**src/mbt_pkg.sv**
```systemverilog
package mbt_pkg;

    // Register offsets on the plain register port
    localparam logic [3:0] OFS_BUS_TIMING = 4'h0;
    localparam logic [3:0] OFS_MEM_CFG = 4'h4;
    localparam logic [3:0] OFS_STATUS = 4'h8;

    // Values after reset
    localparam logic [31:0] BUS_TIMING_RST = 32'hffffffff;
    localparam logic [31:0] MEM_CFG_RST = 32'hffffffff;
    localparam logic [31:0] READ_ZERO = 32'h00000000;

    // Field positions in the bus-timing word
    localparam int S1_LEN_LSB = 20;
    localparam int S1_LEN_W = 3;
    localparam int S0_LEN_LSB = 16;
    localparam int S0_LEN_W = 4;
    localparam int S0_LEAD_LSB = 14;
    localparam int S0_LEAD_W = 2;
    localparam int S0_TRAIL_LSB = 11;
    localparam int S0_TRAIL_W = 3;
    localparam int S0_RECOV_LSB = 18;
    localparam int S0_RECOV_W = 2;

    // Bit positions in the memory configuration word
    localparam int CFG_NON_DRAM_BIT = 21;
    localparam int CFG_RECOV_BIT = 8;

    // Address bits that select a space
    localparam int SPACE_MSB = 31;
    localparam int SPACE_LSB = 30;
    localparam logic [1:0] SPACE0_CODE = 2'h0;
    localparam logic [1:0] SPACE1_CODE = 2'h1;

    // Cycle counts
    localparam logic [4:0] CNT_ZERO = 5'h00;
    localparam logic [4:0] CNT_ONE = 5'h01;
    localparam logic [4:0] RECOV_EXTRA = 5'h03;
    localparam logic [4:0] DRAM_STROBE_LEN = 5'h01;

    typedef enum logic [2:0] {
        PH_IDLE,
        PH_RECOV,
        PH_LEAD,
        PH_STROBE,
        PH_TRAIL
    } mbt_phase_t;

    // Length in cycles of each phase of one bus cycle; zero skips recov, lead or trail
    typedef struct packed {
        logic [4:0] recov;
        logic [4:0] lead;
        logic [4:0] strobe;
        logic [4:0] trail;
    } mbt_timing_t;

endpackage

```
**src/mbt_timing_decode.sv**
```systemverilog
`timescale 1ns/100ps
module mbt_timing_decode import mbt_pkg::*; (
    input wire logic [31:0] i_timing_word,
    input wire logic [31:0] i_config_word,
    input wire logic i_space0,
    output mbt_timing_t o_timing
);

    wire logic non_dram = i_config_word[CFG_NON_DRAM_BIT];
    wire logic slow_recov = i_config_word[CFG_RECOV_BIT];
    wire logic [4:0] s1_len =
        {2'h0, i_timing_word[S1_LEN_LSB +: S1_LEN_W]} + CNT_ONE;
    wire logic [4:0] s0_len =
        {1'h0, i_timing_word[S0_LEN_LSB +: S0_LEN_W]} + CNT_ONE;
    wire logic [4:0] s0_lead =
        {3'h0, i_timing_word[S0_LEAD_LSB +: S0_LEAD_W]};
    wire logic [4:0] s0_trail =
        {2'h0, i_timing_word[S0_TRAIL_LSB +: S0_TRAIL_W]};
    wire logic [4:0] recov_code =
        {3'h0, i_timing_word[S0_RECOV_LSB +: S0_RECOV_W]};
    wire logic [4:0] recov_len =
        recov_code + (slow_recov ? RECOV_EXTRA : CNT_ONE);

    // Space1: only the strobe length applies
    // Space0: setup, strobe and hold, or precharge then strobe on DRAM
    assign o_timing.recov = (i_space0 && !non_dram) ? recov_len : CNT_ZERO;
    assign o_timing.lead = (i_space0 && non_dram) ? s0_lead : CNT_ZERO;
    assign o_timing.trail = (i_space0 && non_dram) ? s0_trail : CNT_ZERO;
    assign o_timing.strobe = !i_space0 ? s1_len :
        (non_dram ? s0_len : DRAM_STROBE_LEN);

endmodule

```
**src/mbt_phase_counter.sv**
```systemverilog
`timescale 1ns/100ps
module mbt_phase_counter import mbt_pkg::*; (
    input wire logic i_ref_clk,
    input wire logic i_rst,
    input wire logic i_en,
    input wire logic i_load,
    input wire logic [4:0] i_load_val,
    output logic [4:0] o_count,
    output logic o_zero
);

    wire logic [4:0] next_count = i_load ? i_load_val :
        (o_count == CNT_ZERO ? CNT_ZERO : o_count - CNT_ONE);

    always_ff @(posedge i_ref_clk or posedge i_rst) begin
        if (i_rst) begin
            o_count <= CNT_ZERO;
        end else if (i_en) begin
            o_count <= next_count;
        end
    end

    assign o_zero = (o_count == CNT_ZERO);

endmodule

```
**src/mbt_bus_timing.sv**
```systemverilog
// The address map and strobed register access were decided locally.
`timescale 1ns/100ps
module mbt_bus_timing import mbt_pkg::*; (
    input wire logic i_ref_clk,
    input wire logic i_rst,
    input wire logic i_clk_en,
    input wire logic [3:0] i_reg_addr,
    input wire logic [31:0] i_reg_wdata,
    input wire logic i_reg_wr,
    input wire logic i_reg_rd,
    output logic [31:0] o_reg_rdata,
    input wire logic i_req_valid,
    input wire logic [31:0] i_req_addr,
    output logic o_busy,
    output logic o_req_done,
    output logic o_req_refused,
    output logic o_space0,
    output logic o_space1,
    output logic o_precharge,
    output logic o_lead,
    output logic o_strobe,
    output logic o_trail
);

    logic [31:0] bus_timing_word;
    logic [31:0] memory_config_word;
    mbt_phase_t phase;
    mbt_timing_t cur_tim;
    mbt_timing_t new_tim;
    logic [4:0] count;
    logic count_zero;

    function automatic mbt_phase_t phase_after(mbt_phase_t cur,
                                               mbt_timing_t t);
        phase_after = PH_IDLE;
        case (cur)
            PH_IDLE: begin
                if (t.recov != CNT_ZERO) begin
                    phase_after = PH_RECOV;
                end else if (t.lead != CNT_ZERO) begin
                    phase_after = PH_LEAD;
                end else begin
                    phase_after = PH_STROBE;
                end
            end
            PH_RECOV: begin
                phase_after = (t.lead != CNT_ZERO) ? PH_LEAD : PH_STROBE;
            end
            PH_LEAD: begin
                phase_after = PH_STROBE;
            end
            PH_STROBE: begin
                phase_after = (t.trail != CNT_ZERO) ? PH_TRAIL : PH_IDLE;
            end
            default: begin
                phase_after = PH_IDLE;
            end
        endcase
    endfunction

    function automatic logic [4:0] phase_load(mbt_phase_t ph,
                                              mbt_timing_t t);
        phase_load = CNT_ZERO;
        case (ph)
            PH_RECOV: begin
                phase_load = t.recov - CNT_ONE;
            end
            PH_LEAD: begin
                phase_load = t.lead - CNT_ONE;
            end
            PH_STROBE: begin
                phase_load = t.strobe - CNT_ONE;
            end
            PH_TRAIL: begin
                phase_load = t.trail - CNT_ONE;
            end
            default: begin
                phase_load = CNT_ZERO;
            end
        endcase
    endfunction

    // Register port decode
    wire logic wr_timing = i_reg_wr && (i_reg_addr == OFS_BUS_TIMING);
    wire logic wr_config = i_reg_wr && (i_reg_addr == OFS_MEM_CFG);
    wire logic [31:0] status_word =
        {26'h0, phase, o_space1, o_space0, o_busy};
    wire logic [31:0] read_sel =
        (i_reg_addr == OFS_MEM_CFG) ? memory_config_word :
        (i_reg_addr == OFS_STATUS) ? status_word : READ_ZERO;
    wire logic [31:0] next_rdata = i_reg_rd ? read_sel : READ_ZERO;

    // space decode from top address bits
    wire logic [1:0] req_space = i_req_addr[SPACE_MSB:SPACE_LSB];
    wire logic req_is_s0 = (req_space == SPACE0_CODE);
    wire logic req_is_s1 = (req_space == SPACE1_CODE);
    wire logic idle = (phase == PH_IDLE);
    wire logic take = idle && i_req_valid && (req_is_s0 || req_is_s1);
    wire logic refuse = idle && i_req_valid && !(req_is_s0 || req_is_s1);

    mbt_timing_decode u_decode (
        .i_timing_word(bus_timing_word),
        .i_config_word(memory_config_word),
        .i_space0(req_is_s0),
        .o_timing(new_tim)
    );

    // Sequencing of setup, precharge, strobe and hold phases
    wire logic phase_end = !idle && count_zero;
    wire mbt_phase_t next_phase = take ? phase_after(PH_IDLE, new_tim) :
        (phase_end ? phase_after(phase, cur_tim) : phase);
    wire logic cnt_load = take || phase_end;
    wire logic [4:0] cnt_val =
        phase_load(next_phase, take ? new_tim : cur_tim);
    wire logic next_done = phase_end && (next_phase == PH_IDLE);
    wire logic next_space0 = take ? req_is_s0 : (o_space0 && !next_done);
    wire logic next_space1 = take ? req_is_s1 : (o_space1 && !next_done);

    mbt_phase_counter u_counter (
        .i_ref_clk(i_ref_clk),
        .i_rst(i_rst),
        .i_en(i_clk_en),
        .i_load(cnt_load),
        .i_load_val(cnt_val),
        .o_count(count),
        .o_zero(count_zero)
    );

    // both words reset to all ones
    always_ff @(posedge i_ref_clk or posedge i_rst) begin
        if (i_rst) begin
            bus_timing_word <= BUS_TIMING_RST;
            memory_config_word <= MEM_CFG_RST;
            o_reg_rdata <= READ_ZERO;
        end else if (i_clk_en) begin
            if (wr_timing) begin
                bus_timing_word <= i_reg_wdata;
            end
            if (wr_config) begin
                memory_config_word <= i_reg_wdata;
            end
            o_reg_rdata <= next_rdata;
        end
    end

    always_ff @(posedge i_ref_clk or posedge i_rst) begin
        if (i_rst) begin
            cur_tim <= '0;
        end else if (i_clk_en && take) begin
            cur_tim <= new_tim;
        end
    end

    // phase outputs follow the sequencer state
    always_ff @(posedge i_ref_clk or posedge i_rst) begin
        if (i_rst) begin
            phase <= PH_IDLE;
            o_busy <= 1'b0;
            o_req_done <= 1'b0;
            o_req_refused <= 1'b0;
            o_space0 <= 1'b0;
            o_space1 <= 1'b0;
            o_precharge <= 1'b0;
            o_lead <= 1'b0;
            o_strobe <= 1'b0;
            o_trail <= 1'b0;
        end else if (i_clk_en) begin
            phase <= next_phase;
            o_busy <= (next_phase != PH_IDLE);
            o_req_done <= next_done;
            o_req_refused <= refuse;
            o_space0 <= next_space0;
            o_space1 <= next_space1;
            o_precharge <= (next_phase == PH_RECOV);
            o_lead <= (next_phase == PH_LEAD);
            o_strobe <= (next_phase == PH_STROBE);
            o_trail <= (next_phase == PH_TRAIL);
        end
    end

    // Checking helpers: captured words and phase run lengths
    logic [31:0] cap_word;
    logic [31:0] cap_cfg;
    logic [4:0] strobe_run;
    logic [4:0] lead_run;
    logic [4:0] trail_run;
    logic [4:0] recov_run;

    always_ff @(posedge i_ref_clk or posedge i_rst) begin
        if (i_rst) begin
            cap_word <= READ_ZERO;
            cap_cfg <= READ_ZERO;
            strobe_run <= CNT_ZERO;
            lead_run <= CNT_ZERO;
            trail_run <= CNT_ZERO;
            recov_run <= CNT_ZERO;
        end else if (i_clk_en) begin
            if (take) begin
                cap_word <= bus_timing_word;
                cap_cfg <= memory_config_word;
            end
            strobe_run <= o_strobe ? strobe_run + CNT_ONE : CNT_ZERO;
            lead_run <= o_lead ? lead_run + CNT_ONE : CNT_ZERO;
            trail_run <= o_trail ? trail_run + CNT_ONE : CNT_ZERO;
            recov_run <= o_precharge ? recov_run + CNT_ONE : CNT_ZERO;
        end
    end

    wire logic cap_non_dram = cap_cfg[CFG_NON_DRAM_BIT];

    a_space1_strobe_len: assert property (
        @(posedge i_ref_clk) disable iff (i_rst || !i_clk_en)
        ($fell(o_strobe) && $past(o_space1)) |->
        strobe_run == {2'h0, cap_word[S1_LEN_LSB +: S1_LEN_W]} + CNT_ONE)
        else $error("space1 strobe length wrong");

    a_space0_strobe_len: assert property (
        @(posedge i_ref_clk) disable iff (i_rst || !i_clk_en)
        ($fell(o_strobe) && $past(o_space0) && cap_non_dram) |->
        strobe_run == {1'h0, cap_word[S0_LEN_LSB +: S0_LEN_W]} + CNT_ONE)
        else $error("space0 strobe length wrong");

    a_space0_lead_len: assert property (
        @(posedge i_ref_clk) disable iff (i_rst || !i_clk_en)
        $fell(o_lead) |->
        (o_strobe && lead_run ==
         {3'h0, cap_word[S0_LEAD_LSB +: S0_LEAD_W]}))
        else $error("space0 setup length wrong");

    a_trail_follows: assert property (
        @(posedge i_ref_clk) disable iff (i_rst || !i_clk_en)
        ($fell(o_strobe) && $past(o_space0) && cap_non_dram &&
         cap_word[S0_TRAIL_LSB +: S0_TRAIL_W] != 3'h0) |-> o_trail)
        else $error("hold phase missing after strobe");

    a_trail_len: assert property (
        @(posedge i_ref_clk) disable iff (i_rst || !i_clk_en)
        $fell(o_trail) |-> (o_req_done && trail_run ==
         {2'h0, cap_word[S0_TRAIL_LSB +: S0_TRAIL_W]}))
        else $error("space0 hold length wrong");

    a_recov_len: assert property (
        @(posedge i_ref_clk) disable iff (i_rst || !i_clk_en)
        $fell(o_precharge) |-> recov_run ==
        {3'h0, cap_word[S0_RECOV_LSB +: S0_RECOV_W]} +
        (cap_cfg[CFG_RECOV_BIT] ? RECOV_EXTRA : CNT_ONE))
        else $error("precharge length wrong");

    a_timing_unreadable: assert property (
        @(posedge i_ref_clk) disable iff (i_rst || !i_clk_en)
        (i_reg_rd && i_reg_addr == OFS_BUS_TIMING) |=>
        o_reg_rdata == READ_ZERO)
        else $error("timing word read back nonzero");

    a_space0_select: assert property (
        @(posedge i_ref_clk) disable iff (i_rst || !i_clk_en)
        (idle && i_req_valid) |=>
        (o_space0 == ($past(req_space) == SPACE0_CODE)))
        else $error("space0 chosen with top bits set");

    a_space1_phases: assert property (
        @(posedge i_ref_clk) disable iff (i_rst || !i_clk_en)
        o_space1 |-> !(o_precharge || o_lead || o_trail))
        else $error("space1 access has extra phases");

    a_lead_non_dram: assert property (
        @(posedge i_ref_clk) disable iff (i_rst || !i_clk_en)
        (o_lead || o_trail) |-> (o_space0 && cap_non_dram))
        else $error("setup or hold outside non-DRAM space0");

    a_precharge_dram: assert property (
        @(posedge i_ref_clk) disable iff (i_rst || !i_clk_en)
        o_precharge |-> (o_space0 && !cap_non_dram))
        else $error("precharge outside DRAM space0");

    a_dram_strobe_len: assert property (
        @(posedge i_ref_clk) disable iff (i_rst || !i_clk_en)
        ($fell(o_strobe) && $past(o_space0) && !cap_non_dram) |->
        strobe_run == DRAM_STROBE_LEN)
        else $error("DRAM strobe length wrong");

    a_reset_words: assert property (
        @(posedge i_ref_clk)
        ($past(i_rst) && !i_rst) |->
        (bus_timing_word == BUS_TIMING_RST &&
         memory_config_word == MEM_CFG_RST))
        else $error("words not all ones after reset");

    a_space_onehot: assert property (
        @(posedge i_ref_clk) disable iff (i_rst || !i_clk_en)
        (o_busy == (o_space0 || o_space1)) && !(o_space0 && o_space1))
        else $error("space flags disagree with busy");

    a_refused_space: assert property (
        @(posedge i_ref_clk) disable iff (i_rst || !i_clk_en)
        o_req_refused |-> (!o_busy && $past(req_space) != SPACE0_CODE &&
         $past(req_space) != SPACE1_CODE))
        else $error("request refused inside space0 or space1");

endmodule

```
**config.mk**
```make
export PLATFORM = sky130hd
export DESIGN_NAME = mbt_bus_timing
export DESIGN_NICKNAME = d
export VERILOG_FILES = /design/src/mbt_pkg.sv /design/src/mbt_timing_decode.sv /design/src/mbt_phase_counter.sv /design/src/mbt_bus_timing.sv
export SDC_FILE = /design/constraint.sdc
export NUM_CORES = 1
export LEC_CHECK = 0
export ABC_CLOCK_PERIOD_IN_PS = 3200
export BUFFER_PORTS_ARGS = -buffer_cell sky130_fd_sc_hd__buf_2
export CAP_MARGIN = 15
export CORE_UTILIZATION = 35
export CTS_BUF_LIST = sky130_fd_sc_hd__clkbuf_4 sky130_fd_sc_hd__clkbuf_8 sky130_fd_sc_hd__clkbuf_16
export CTS_CLUSTER_SIZE = 16
export DETAILED_ROUTE_END_ITERATION = 12
export PLACE_DENSITY = 0.65
export SETUP_SLACK_MARGIN = 0.05
export SLEW_MARGIN = 5
export SYNTH_ARGS = -nofsm -noshare
export SYNTH_HDL_FRONTEND = slang
export SYNTH_SLANG_ARGS = --single-unit
```
**constraint.sdc**
```tcl
create_clock -name i_ref_clk -period 3.2 [get_ports i_ref_clk]
set_input_delay 0.32 -clock i_ref_clk [delete_from_list [all_inputs] [get_ports i_ref_clk]]
set_output_delay 0.32 -clock i_ref_clk [all_outputs]
set_load 0.005 [all_outputs]
```
==> reports/metrics.yaml <==
place_area_sq_mm: 0.005908
drive_gt1_frac: 0.4524
gp_congestion: 0.9223
grt_pass1_vias: 4122
post-place-cells: 747
final_cell_mix: "buf_2, dfrtp_1, nand2_1, mux2_2, o21ai_0"
worst_hold_path.num_cells: 3
postRouteAntennaNets: 0
rsz0062_at_grt: "yes"
hold_viol_final: 0
preCtsSetupSlack_ps: -102.9
crit_arrival_ps: 3450
rrSetupSlack_ps: -10
fmax_ghz: 0.3111
skew_ps: 9.520
syn-num-nets: 549
clockRootBuffer: "clkbuf_16"
hp-class: "primary input to flip-flop"
cts_buffer_depth: 2
clk_pin_slew_ps: 80
synth.distinct_cells: 62
reg2reg_from: "u_counter.o_count[1]"
hold_start: "i_reg_wdata[14]"
antenna_cells: 0
tritoncts: "yes"
slew_violations: 0
grt_overflow: 0
drt_iter0_drc: 197
ys_ff_latch: 106
die_area_sq_mm: 0.01485
slowest_stage: "or4b_4"
crit_start: "u_counter.o_count[1]"
nets: 663
synth_edf_count: 0
drc: 0
powerDensity_mw_per_mm2: 637.4
die_h_um: 121.9
fin_crit_ps: 3215
synthToLayoutAreaGrowth_pct: 25.45
portBuffers: 84
coreArea_sq_mm: 0.01393
violations: "setup timing"
setup_tns_ps: -14.91
ios: 115
via_per_inst: 5.104
start_kind: "flip-flop"
path_max_fanout: 4
netlist_instances: 469
netlist_area_sq_mm: 0.005029
synthArstFlopShare: 1.000
design_area_sq_mm: 0.006309
final_common_cell: "buf_2"
ir_worst_vdd_uv: 311.9
maxSlewHeadroom: 0.4960
avgRoutedWirePerCell_um: 16.17
drt_wl_total_um: 12420
critPathRequiredTime_ps: 3440
clkSinkCount: 106
grt_pass1_wl_um: 20630
fill_cells: 1295
synth_warnings: 0
synth_ff_type: "dfrtp_1"
crit_family: "simple AND/OR/NAND/NOR gates"
critPathCaptureType: "flip-flop"
path_cells: "inv_2, ha_4, or4b_4, a22oi_2, nand3_2, buf_6, buf_4, nor2_2, nand3_1, or3b_4, inv_2, ha_4, nor3b_2, xor2_1, a221o_1"
whs_endpoint: "bus_timing_word[14]"
antenna_found_initial: 0
grtUsageTotal: 0.1808
p_leak_nw: 2.793
start_util: 0.3609
numCtsBuffers: 9
r2r_cells: 15
worstMarginPinSlew_ps: 746.5
h-tree-depth: 3
finalSetupViolations: 1
first_pass_iters: 4
clock_latency_ps: 360
hpwl_um: 8767
cp.buffers_inverters: 4
critPathMaxStageDelay_ps: 480
final_cells: 768
r2r_end: "u_counter.o_count[4]"
cap_violations: 0
syn_avg_cell_area_sq_um: 10.72
fin_crit_sh: 1.005
fp.dieW_um: 121.9
yosysSeqAreaShare: 0.5384
fin_ws_ps: -14.91
vias: 3920
whs_ps: 190.8
grt_max_degree: 91
crit_type: "flip-flop to flip-flop"
rows: 43
outcome: "finished with violations"
-- metrics by stage --
step | utilization | total power, W
after global routing | 0.4527 | 0.004236
after floorplan | - | 0.002446
after global placement | 0.4240 | 0.002834
final | 0.4527 | 0.004021
after CTS | 0.4473 | 0.004001
after detailed placement | 0.4240 | 0.002879
-- synth_stat cells (7+ instances only) --
cell / number / area [sq um]
dfrtp_1: 62 / 1551
a22oi_1: 7 / 52.55
o21ai_0: 46 / 230.2
nand2_1: 61 / 229.0
a21oi_1: 11 / 55.05
o22ai_1: 11 / 68.82
dfstp_2: 44 / 1156
clkbuf_1: 19 / 71.32
nor3_1: 8 / 40.04
inv_1: 42 / 157.7
mux2_2: 47 / 529.3
nor2_1: 14 / 52.55
-- repair_timing --
action	4_1_cts	5_1_grt
gates resized for setup	10	7
endpoints found under the setup margin	2	3
buffers inserted	2	1
hold buffers	0	1
hold endpoints to repair	0	3
pin swaps	5	4
-- worst register-to-register path, delay by kind of cell, from the launching register on --
kind	cells	cell delay, ps
AO/OA/AOI/OAI	2	530
XOR/XNOR	1	160
adder cells (fa/ha/maj)	2	280
buffers and inverters	4	440
flip-flops	1	390
AND/OR/NAND/NOR	6	1300
-- worst max-delay path by stage --
stage                                end  slack, ps  cells after the start
floorplan           u_counter.o_count[4]         60                     13
global placement    u_counter.o_count[4]        -30                     14
detailed placement  u_counter.o_count[4]       -100                     14
CTS                 u_counter.o_count[4]         50                     13
global route        u_counter.o_count[4]        -90                     15
finish              u_counter.o_count[4]        -10                     15
-- cell families (layout without fill, tap and decap cells) --
family,after synthesis,count (layout),synth area share
adder cells (fa/ha/maj),6,6,0.01642
flip-flops,106,106,0.5384
XOR/XNOR,6,6,0.01045
multiplexers,52,52,0.1162
AND/OR/NAND/NOR,123,123,0.1209
AO/OA/AOI/OAI,109,109,0.1428
buffers and inverters,67,186,0.05474
-- metal layers --
metal / vias to the layer above / share of wire / global-route usage
met4: 0 / 0.020 / 0.07407
met1: 1940 / 0.46 / 0.2341
met2: 92 / 0.48 / 0.2910
li1: 1867 / - / -
met3: 21 / 0.044 / 0.04120
met5: - / 0 / 0
-- layout make-up --
cell class | instances | area [sq um] | area share
Inverter | 42 | 160.2 | 0.02539
Timing Repair Buffer | 128 | 780.7 | 0.1238
Multi-Input combinational cell | 296 | 2155 | 0.3415
Sequential cell | 106 | 2708 | 0.4292
Clock buffer | 9 | 225.2 | 0.03570
Clock inverter | 7 | 55.05 | 0.008727
Tap cell | 180 | 225.2 | 0.03570
-- power by group --
group | internal [W] | switching, W | leakage (nW)
Combinational | 0.000614 | 0.000614 | 1.36
Sequential | 0.00161 | 0.000132 | 1.29
Clock | 0.000534 | 0.000516 | 0.137
Total | 0.00276 | 0.00126 | 2.79
-- sequential cells by signal, summed over array words and instances (netlist names), 3 cells and up --
name                count
memory_config_word     32
o_reg_rdata            32
cur_tim                13
bus_timing_word        12
u_counter.o_count       5
phase                   3
Note: power is estimated with default switching activity, not from simulation.
